**src/ddi_pkg.sv**
```systemverilog
package ddi_pkg;
    localparam int ADDR_W = 13;
    localparam int BA_W   = 2;
    // Command encoding {cs_n, ras_n, cas_n, we_n}
    localparam logic [3:0] CMD_NOP  = 4'h7;
    localparam logic [3:0] CMD_MRS  = 4'h0;
    localparam logic [3:0] CMD_PRE  = 4'h2;
    localparam logic [3:0] CMD_REF  = 4'h1;
    localparam logic [3:0] CMD_READ = 4'h5;
    localparam logic [3:0] CMD_DESL = 4'h8;
    // Mode register fields
    localparam int BL_LSB  = 0;
    localparam int BT_BIT  = 3;
    localparam int CL_LSB  = 4;
    localparam int TM_BIT  = 7;
    localparam int DLL_BIT = 8;
    localparam int AP_BIT  = 10;
    localparam int DLL_EN_BIT = 0;
    // Burst length codes
    localparam logic [2:0] BL_CODE_2 = 3'h1;
    localparam logic [2:0] BL_CODE_4 = 3'h2;
    localparam logic [2:0] BL_CODE_8 = 3'h3;
    // CAS latency codes; value in half cycles
    localparam logic [2:0] CL_CODE_2  = 3'h2;
    localparam logic [2:0] CL_CODE_3  = 3'h3;
    localparam logic [2:0] CL_CODE_25 = 3'h6;
    localparam logic [3:0] CL_HALF_2  = 4'h4;
    localparam logic [3:0] CL_HALF_3  = 4'h6;
    localparam logic [3:0] CL_HALF_25 = 4'h5;
    // Timing
    localparam int CLK_MHZ       = 20;
    localparam int T_STABLE_US   = 200;
    localparam int STABLE_CYC    = T_STABLE_US * CLK_MHZ;
    localparam int DLL_LOCK_CYC  = 200;
    localparam int MRD_CYC       = 2;
    localparam int T_RP_NS       = 20;
    localparam int CLK_PER_NS    = 50;
    localparam int RP_CYC_RAW    = (T_RP_NS + CLK_PER_NS - 1) / CLK_PER_NS;
    localparam int RP_CYC        = (RP_CYC_RAW < 1) ? 1 : RP_CYC_RAW;
    localparam int MIN_REFRESH   = 2;
    localparam int T_RFC_CYC     = 2;
    // Control port register offsets and status bits
    localparam int         REG_AW    = 2;
    localparam logic [1:0] REG_MODE  = 2'h0;
    localparam logic [1:0] REG_STAT  = 2'h1;
    localparam int         STAT_DONE = 0;
    localparam int         STAT_BUSY = 1;
    localparam int         STAT_RDOK = 2;
endpackage

```
**src/ddi_if.sv**
```systemverilog
`timescale 1ns/10ps
interface ddi_if;
    import ddi_pkg::*;
    logic              cke;
    logic              cs_n;
    logic              ras_n;
    logic              cas_n;
    logic              we_n;
    logic [BA_W-1:0]   ba;
    logic [ADDR_W-1:0] addr;
    modport ctrl (output cke, output cs_n, output ras_n, output cas_n, output we_n,
                  output ba, output addr);
    modport mem  (input cke, input cs_n, input ras_n, input cas_n, input we_n,
                  input ba, input addr);
endinterface

```
**src/ddi_ctrl.sv**
```systemverilog
`timescale 1ns/10ps
module ddi_ctrl
    import ddi_pkg::*;
#(
    parameter int STABLE_CYCLES = STABLE_CYC,
    parameter int REFRESHES     = MIN_REFRESH
)(
    input  wire logic              clk,
    input  wire logic              rst_n,
    ddi_if.ctrl                    link,
    input  wire logic [REG_AW-1:0] reg_addr,
    input  wire logic [ADDR_W-1:0] reg_wdata,
    input  wire logic              reg_write,
    input  wire logic              reg_read,
    output logic      [ADDR_W-1:0] reg_rdata,
    output logic                   init_done,
    output logic                   busy,
    output logic                   read_ok
);
    typedef enum logic [3:0] {
        ST_PWR  = 4'h0, ST_NOP  = 4'h1, ST_PRE1 = 4'h3, ST_EMRS = 4'h2,
        ST_DLLR = 4'h6, ST_PRE2 = 4'h7, ST_REF  = 4'h5, ST_MRS  = 4'h4,
        ST_IDLE = 4'hc, ST_WAIT = 4'hd, ST_UMRS = 4'hf
    } ddi_state_t;
    ddi_state_t state;
    ddi_state_t after;
    logic [15:0] cnt;
    logic [7:0]  dll_cnt;
    logic [3:0]  ref_cnt;
    logic        pend;
    logic [ADDR_W-1:0] pend_val;

    always_ff @(posedge clk) begin
        if (!rst_n) begin
            pend     <= 1'b0;
            pend_val <= '0;
        end else if (reg_write && reg_addr == REG_MODE) begin
            pend     <= 1'b1;
            pend_val <= reg_wdata & ~(ADDR_W'(1) << TM_BIT);
        end else if (state == ST_UMRS) begin
            pend <= 1'b0;
        end
    end

    // Read data stands only in the cycle after the strobe
    always_ff @(posedge clk) begin
        if (!rst_n) begin
            reg_rdata <= '0;
        end else if (reg_read && reg_addr == REG_MODE) begin
            reg_rdata <= pend_val;
        end else if (reg_read && reg_addr == REG_STAT) begin
            reg_rdata            <= '0;
            reg_rdata[STAT_DONE] <= init_done;
            reg_rdata[STAT_BUSY] <= busy;
            reg_rdata[STAT_RDOK] <= read_ok;
        end else begin
            reg_rdata <= '0;
        end
    end

    always_ff @(posedge clk) begin
        if (!rst_n) begin
            state     <= ST_PWR;
            after     <= ST_PWR;
            cnt       <= 16'h0000;
            ref_cnt   <= 4'h0;
            link.cke  <= 1'b0;
            link.cs_n <= 1'b1;
            link.ras_n <= 1'b1;
            link.cas_n <= 1'b1;
            link.we_n <= 1'b1;
            link.ba   <= '0;
            link.addr <= '0;
            init_done <= 1'b0;
            busy      <= 1'b1;
        end else begin
            {link.cs_n, link.ras_n, link.cas_n, link.we_n} <= CMD_NOP;
            link.ba   <= '0;
            link.addr <= '0;
            case (state)
                ST_PWR: begin
                    if (cnt == 16'(STABLE_CYCLES - 1)) begin
                        cnt      <= 16'h0000;
                        link.cke <= 1'b1;
                        state    <= ST_NOP;
                    end else cnt <= cnt + 16'h0001;
                end
                ST_NOP: state <= ST_PRE1;
                ST_PRE1, ST_PRE2: begin
                    {link.cs_n, link.ras_n, link.cas_n, link.we_n} <= CMD_PRE;
                    link.addr[AP_BIT] <= 1'b1;
                    cnt   <= 16'(RP_CYC);
                    after <= (state == ST_PRE1) ? ST_EMRS : ST_REF;
                    state <= ST_WAIT;
                end
                ST_EMRS: begin
                    {link.cs_n, link.ras_n, link.cas_n, link.we_n} <= CMD_MRS;
                    link.ba[0] <= 1'b1;
                    cnt   <= 16'(MRD_CYC);
                    after <= ST_DLLR;
                    state <= ST_WAIT;
                end
                ST_DLLR: begin
                    {link.cs_n, link.ras_n, link.cas_n, link.we_n} <= CMD_MRS;
                    link.addr <= pend_val | (ADDR_W'(1) << DLL_BIT);
                    cnt   <= 16'(MRD_CYC);
                    after <= ST_PRE2;
                    state <= ST_WAIT;
                end
                ST_REF: begin
                    {link.cs_n, link.ras_n, link.cas_n, link.we_n} <= CMD_REF;
                    ref_cnt <= ref_cnt + 4'h1;
                    cnt   <= 16'(T_RFC_CYC);
                    after <= (ref_cnt == 4'(REFRESHES - 1)) ? ST_MRS : ST_REF;
                    state <= ST_WAIT;
                end
                ST_MRS: begin
                    {link.cs_n, link.ras_n, link.cas_n, link.we_n} <= CMD_MRS;
                    link.addr <= pend_val & ~(ADDR_W'(1) << DLL_BIT);
                    cnt   <= 16'(MRD_CYC);
                    after <= ST_IDLE;
                    state <= ST_WAIT;
                end
                ST_WAIT: begin
                    if (cnt <= 16'h0001) state <= after;
                    else cnt <= cnt - 16'h0001;
                end
                ST_IDLE: begin
                    init_done <= 1'b1;
                    busy      <= pend;
                    if (pend) state <= ST_UMRS;
                end
                ST_UMRS: begin
                    {link.cs_n, link.ras_n, link.cas_n, link.we_n} <= CMD_MRS;
                    link.addr <= pend_val;
                    cnt   <= 16'(MRD_CYC);
                    after <= ST_IDLE;
                    busy  <= 1'b1;
                    state <= ST_WAIT;
                end
                default: state <= ST_PWR;
            endcase
        end
    end

    always_ff @(posedge clk) begin
        if (!rst_n) begin
            dll_cnt <= 8'h00;
            read_ok <= 1'b0;
        end else if (state == ST_EMRS || state == ST_DLLR) begin
            dll_cnt <= 8'h00;
            read_ok <= 1'b0;
        end else if (!read_ok && init_done) begin
            if (dll_cnt >= 8'(DLL_LOCK_CYC - 1)) read_ok <= 1'b1;
            else dll_cnt <= dll_cnt + 8'h01;
        end else if (!read_ok) begin
            if (dll_cnt < 8'(DLL_LOCK_CYC - 1)) dll_cnt <= dll_cnt + 8'h01;
        end
    end
endmodule

```
**src/flat_wrapper.sv**
```systemverilog
// flat-port wrapper written by rule: the top's interface ports become plain ports
module ddi_ctrl_flat import ddi_pkg::*;
#(
    parameter int STABLE_CYCLES = STABLE_CYC,
    parameter int REFRESHES     = MIN_REFRESH
)
  (clk, rst_n, reg_addr, reg_wdata, reg_write, reg_read, reg_rdata, init_done, busy, read_ok, link_cke, link_cs_n, link_ras_n, link_cas_n, link_we_n, link_ba, link_addr);
  ddi_if link_i ();
  input  wire logic clk;
  input  wire logic rst_n;
  input  wire logic [REG_AW-1:0] reg_addr;
  input  wire logic [ADDR_W-1:0] reg_wdata;
  input  wire logic reg_write;
  input  wire logic reg_read;
  output logic      [ADDR_W-1:0] reg_rdata;
  output logic init_done;
  output logic busy;
  output logic read_ok;
  output wire logic [$bits(link_i.cke)-1:0] link_cke;
  output wire logic [$bits(link_i.cs_n)-1:0] link_cs_n;
  output wire logic [$bits(link_i.ras_n)-1:0] link_ras_n;
  output wire logic [$bits(link_i.cas_n)-1:0] link_cas_n;
  output wire logic [$bits(link_i.we_n)-1:0] link_we_n;
  output wire logic [$bits(link_i.ba)-1:0] link_ba;
  output wire logic [$bits(link_i.addr)-1:0] link_addr;
  assign link_cke = link_i.cke;
  assign link_cs_n = link_i.cs_n;
  assign link_ras_n = link_i.ras_n;
  assign link_cas_n = link_i.cas_n;
  assign link_we_n = link_i.we_n;
  assign link_ba = link_i.ba;
  assign link_addr = link_i.addr;
  ddi_ctrl #(.STABLE_CYCLES(STABLE_CYCLES), .REFRESHES(REFRESHES)) u_core (.clk(clk), .rst_n(rst_n), .link(link_i), .reg_addr(reg_addr), .reg_wdata(reg_wdata), .reg_write(reg_write), .reg_read(reg_read), .reg_rdata(reg_rdata), .init_done(init_done), .busy(busy), .read_ok(read_ok));
endmodule
```
**config.mk**
```make
export PLATFORM = sky130hd
export DESIGN_NAME = ddi_ctrl_flat
export DESIGN_NICKNAME = d
export VERILOG_FILES = /design/src/ddi_pkg.sv /design/src/ddi_if.sv /design/src/ddi_ctrl.sv /design/src/flat_wrapper.sv
export SDC_FILE = /design/constraint.sdc
export NUM_CORES = 1
export LEC_CHECK = 0
export BUFFER_PORTS_ARGS = -buffer_cell sky130_fd_sc_hd__buf_2
export CAP_MARGIN = 5
export CORE_MARGIN = 2
export CORE_UTILIZATION = 45
export CTS_CLUSTER_SIZE = 14
export DETAILED_ROUTE_END_ITERATION = 12
export PLACE_DENSITY = 0.74
export SLEW_MARGIN = 20
export SYNTH_ARGS = -nofsm -noshare
export SYNTH_HDL_FRONTEND = slang
export SYNTH_SLANG_ARGS = --single-unit
```
**constraint.sdc**
```tcl
create_clock -name clk -period 3.4 [get_ports clk]
set_input_delay 0.85 -clock clk [delete_from_list [all_inputs] [get_ports clk]]
set_output_delay 0.85 -clock clk [all_outputs]
set_load 0.01 [all_outputs]
```
# Word-level counts from Yosys, hierarchy flattened
# Index checks and enable logic that the tools add are counted.
[op_classes]
n_addsub = 4
n_lt_le_gt_ge = 3
n_eq_ne = 19
mux = 26
bitwise_logic = 1
reduce_logical = 27
[op_table]
columns = ["operator", "n"]
rows = [
  ["$pmux W16 S4", 1],
  ["$pmux W4 S5", 2],
  ["$mux W16", 2],
  ["$mux W8", 4],
  ["$pmux W10 S3", 1],
  ["$add A16 B1 Y16 const B", 1],
  ["$eq A16 B12 Y1 const B", 1],
  ["$eq A4 B3 Y1 const B", 4],
  ["$le A16 B1 Y1 const B", 1],
  ["$sub A16 B1 Y16 const B", 1],
  ["$mux W13", 1],
  ["$eq A4 B4 Y1 const B", 3],
  ["$mux W4", 3],
  ["$add A8 B1 Y8 const B", 1],
  ["$eq A4 B1 Y1 const B", 2],
  ["$eq A4 B2 Y1 const B", 2],
  ["$ge A8 B8 Y1 const B", 1],
  ["$lt A8 B8 Y1 const B", 1],
  ["$mux W1", 8],
  ["$reduce_and A2 Y1", 4],
  ["$reduce_or A2 Y1", 4],
  ["$reduce_or A7 Y1", 1],
  ["$mux W3", 2],
  ["$ne A2 B1 Y1 const B", 3],
  ["17 further kinds", 26],
]
[totals]
regBits = 85
input_bits = 19
out_inout_bits = 36
word_cells = 101

# Depth between registers and ports, before layout
[logic_depth]
depth_word = 4
depth_mapped = 9

# Worst setup path after synthesis
# Ideal clock, no wire load.
[synth_path]
path_kind = "in2reg"
startpoint = "in rst_n"
endpoint = "reg u_core.link.addr[0]"
t_arrival_ns = 1.852
required_time_ns = 3.340
slack_ns = 1.487
stages = 4
path_buffers = 1
path_cell_list = "clkbuf_1 -> clkinv_1 -> nor3_1 -> and2_1"
[synth_lines]
columns = ["element", "line", "rtl"]
rows = [
  ["start: declaration", "flat_wrapper.sv:10", "input wire logic rst_n;"],
  ["end signal: assignment", "ddi_ctrl.sv:105", "link.addr <= pend_val | (ADDR_W'(1) << DLL_BIT);"],
  ["end signal: assignment", "ddi_ctrl.sv:119", "link.addr <= pend_val & ~(ADDR_W'(1) << DLL_BIT);"],
  ["end signal: assignment", "ddi_ctrl.sv:135", "link.addr <= pend_val;"],
  ["end: declaration", "ddi_if.sv:12", "output ba, output addr);"],
]

# Worst setup path in the final report
[layout_path]
startpoint = "reg u_core.state[1]"
endpoint = "reg u_core.cnt[8]"
[layout_via]
elab_chain_len = 4
word_cells_on_any_way = 15
classes_between = "eq/ne: 9; mux: 1; reduce/logical: 5"
[layout_lines]
columns = ["element", "line", "rtl"]
rows = [
  ["start: declaration", "ddi_ctrl.sv:25", "ddi_state_t state;"],
  ["start signal: assignment", "ddi_ctrl.sv:125", "if (cnt <= 16'h0001) state <= after;"],
  ["$eq A4 B3 Y1 (tied with other cells)", "ddi_ctrl.sv:80", "case (state)"],
  ["$reduce_or A5 Y1 (no source line) or $reduce_or A2 Y1 (tied branches)", "n/a", ""],
  ["$reduce_bool A4 Y1 (no source line)", "n/a", ""],
  ["$reduce_and A2 Y1 (no source line)", "n/a", ""],
  ["end signal: assignment", "ddi_ctrl.sv:86", "end else cnt <= cnt + 16'h0001;"],
  ["end signal: assignment", "ddi_ctrl.sv:92", "cnt <= 16'(RP_CYC);"],
  ["end signal: assignment", "ddi_ctrl.sv:99", "cnt <= 16'(MRD_CYC);"],
  ["end: declaration", "ddi_ctrl.sv:27", "logic [15:0] cnt;"],
]
# Several ways; a longest one is shown, not always the timed one.
# A chain may end at the register's enable or synchronous reset.

==> flow_metrics.tcl <==
set metrics [dict create \
    antenna_found_initial 0 \
    avgViaCountPerCell 5.64 \
    tightestPinTransition_ps 879 \
    yosys_warnings 0 \
    fill_cells 775 \
    ys_seq_area_share_pct 42.7 \
    grt_max_degree 25 \
    holdWs_ps 468 \
    cp_slowest_cell "dfxtp_1" \
    path_cells "nor2b_1, o21a_1, a31oi_1, buf_4, a21oi_1, a311oi_1" \
    slew_violations 0 \
    synth_compound_area_share_pct 20.6 \
    fin_util_pct 52.6 \
    fmax_mhz 394 \
    setup_violations 0 \
    rsz0062_at_grt "no" \
    yosysTopAreaCellShare_pct 42.7 \
    cts_hold_buf 0 \
    startpoint_type "flip-flop" \
    synth_area_mm2 0.00385 \
    synthXorXnorAreaFrac_pct 2.50 \
    area_delta_synth_final_pct 12.9 \
    post-route-period-util_pct 74.7 \
    synthMuxAreaShare_pct 1.04 \
    synth_most_common_cell "dfxtp_1" \
    total_power_mw 2.16 \
    clock_sinks 82 \
    synth_edf_count 0 \
    clk-insertion-delay-late_ps 360 \
    power_frac_seq_pct 48.2 \
    min_period_ps 2540 \
    dieWidth_um 96.5 \
    combPwrFrac_pct 20.1 \
    setup_tns_ps 0 \
    cp_data_required_time_ps 3670 \
    dp_worst_setup_slack_ps 929 \
    grt_usage_pct 19.7 \
    status "finished clean" \
    portBuffers 50 \
    num_rows 33 \
    yosysTopAreaCell "dfxtp_1" \
    clk_pin_slew_ps 90 \
    netlist_top_cells_count "dfxtp_1 (82), nand2_1 (63), a21oi_1 (46)" \
    cts_tree "done" \
    root_buffer "clkbuf_8" \
    cp_num_buf_inv 1 \
    powerDensity_mw_per_mm2 497 \
    overflow 0 \
    numPlacedInstances 598 \
    min_path_type "reg2reg" \
    hold_viol 0 \
    synth_top_family_by_area "simple AND/OR/NAND/NOR gates" \
    yosys.area_share.adder_pct 1.95 \
    yosys.area_share.simple_pct 25.9 \
    ctsLongestPathBuffers 2 \
    cts-buffers-inserted 9 \
    path_max_fanout 19 \
    dr.pass1.iters 4 \
    cts_setup_buffers 0 \
    leakagePower_nw 1.76 \
    ys.flop_type "dfxtp_1" \
    core_mm2 0.00826 \
    p_clk_share_pct 31.7 \
    cap_violations 0 \
    setup_ws_ps 859 \
    synth_cell_types 63 \
    vias 3466 \
    drive_gt1_share_pct 17.5 \
    finalInstanceArea_mm2 0.00434 \
    hpwlAfterDp_um 6110 \
    critPathMaxStageDelay_ps 790 \
    arrival_ps 2810 \
    syn_inst 463 \
    cts_resized 0 \
    syn_area_per_cell_um2 8.31 \
    fin_cells 614 \
    crit_family "compound AO/OA/AOI/OAI gates" \
    sw_frac_of_total_pct 33.5 \
    initialDrtViolationCount 265 \
    htreeDepth 3 \
    drcViolationCount 0 \
    grt_pass1_vias 3100 \
    p_switching_mw 0.724 \
    synth-seq-cells 82 \
    nets 529 \
    relSlewSlack_pct 41.1 \
    routedWlPerCell_um 14.6 \
    synthTopCellsByArea "dfxtp_1 (43%), nand2_1 (6.1%), a21oi_1 (6.0%)" \
    die-area_mm2 0.00931 \
    vdd_ir_drop_max_v 0.000233 \
    grt_pass1_wl_um 14400 \
    place.gp.congestion 0.876 \
    end_kind "flip-flop" \
    ioPinCount 55 \
    synthArstFlopShare_pct 0 \
    p_int_mw 1.44 \
    fp.dieH_um 96.5 \
    start_util_pct 46.6 \
    path_class "reg2reg" \
    antenna_cells 0 \
    placed_cell_area_mm2 0.00415 \
    fin_skew_ps 12.7 \
    postRouteWirelength_um 8940 \
    ant_nets 0 \
]
-- power by group through the flow --
stage               Sequential, mW  Combinational, mW  Clock [mW]
floorplan                     1.05              0.347           0
global placement              1.06              0.415           0
detailed placement            1.06              0.423           0
CTS                           1.04              0.427       0.702
global route                  1.05              0.484       0.736
finish                        1.04              0.434       0.685
-- kinds of logic (layout without fill, tap and decap cells) --
group	count (synthesis)	in the layout
fa+ha+maj	6	6
flops	82	82
mux	4	4
compound gates	124	124
xor+xnor	11	11
simple gates	190	190
other cells	1	3
buf+inv	45	89
-- cell type report --
cell class | count | area, um2 | area share (%)
Tap cell | 105 | 131 | 3.02
Clock buffer | 9 | 124 | 2.85
Clock inverter | 7 | 66.3 | 1.53
Inverter | 14 | 52.6 | 1.21
Timing Repair Buffer | 59 | 318 | 7.32
Sequential cell | 82 | 1640 | 37.8
Multi-Input combinational cell | 338 | 2010 | 46.3
-- layer usage --
layer  vias up  wire [um]  global-route usage, %
met3        12        466                   4.34
met5         -          0                      0
met1      1639       4130                   27.0
li1       1724          -                      -
met2        91       4260                   31.3
met4         0         89                   5.28
-- worst reg2reg max path: stages, from the launching register on --
cell and delay [ps]:
dfxtp_1 790, nor2b_1 150, o21a_1 220, a31oi_1 660, buf_4 340, a21oi_1 90, a311oi_1 230
-- layout by cell type (no fill, tap or decap), types with 4 or more instances in the layout --
cell	count
dfxtp_1	82
nand2_1	63
buf_2	50
a21oi_1	46
nor2_1	40
and2_1	22
o21ai_0	19
inv_1	13
nor3_1	13
a31oi_1	11
nand4_1	10
clkbuf_8	9
buf_4	9
nand3_1	7
o21a_1	7
xor2_1	7
ha_1	6
o22ai_1	5
nor4_1	5
mux2i_1	4
o21ai_1	4
a221oi_1	4
xnor2_1	4
-- registers in the layout, indices dropped and copies added (netlist names) --
name               count
u_core.ref_cnt         4
u_core.reg_rdata      12
u_core.busy            1
u_core.link.cs_n       1
u_core.dll_cnt         8
u_core.link.ba         1
u_core.init_done       1
u_core.pend_val       12
u_core.link.addr      12
u_core.read_ok         1
u_core.link.cke        1
u_core.after           4
u_core.link.cas_n      1
u_core.link.we_n       1
u_core.pend            1
u_core.link.ras_n      1
u_core.state           4
u_core.cnt            16
-- final timing paths --
kind / end / slack [ps] / cells after the start / from
setup / recovery: u_core.cnt[8] / 860 / 6 / u_core.state[1]
setup reg to reg: u_core.cnt[8] / 860 / 6 / u_core.state[1]
hold reg to reg: u_core.pend_val[5] / 470 / 2 / u_core.pend_val[5]
hold / removal: u_core.pend_val[5] / 470 / 2 / u_core.pend_val[5]
No activity file was read; power rests on OpenSTA's default activity.
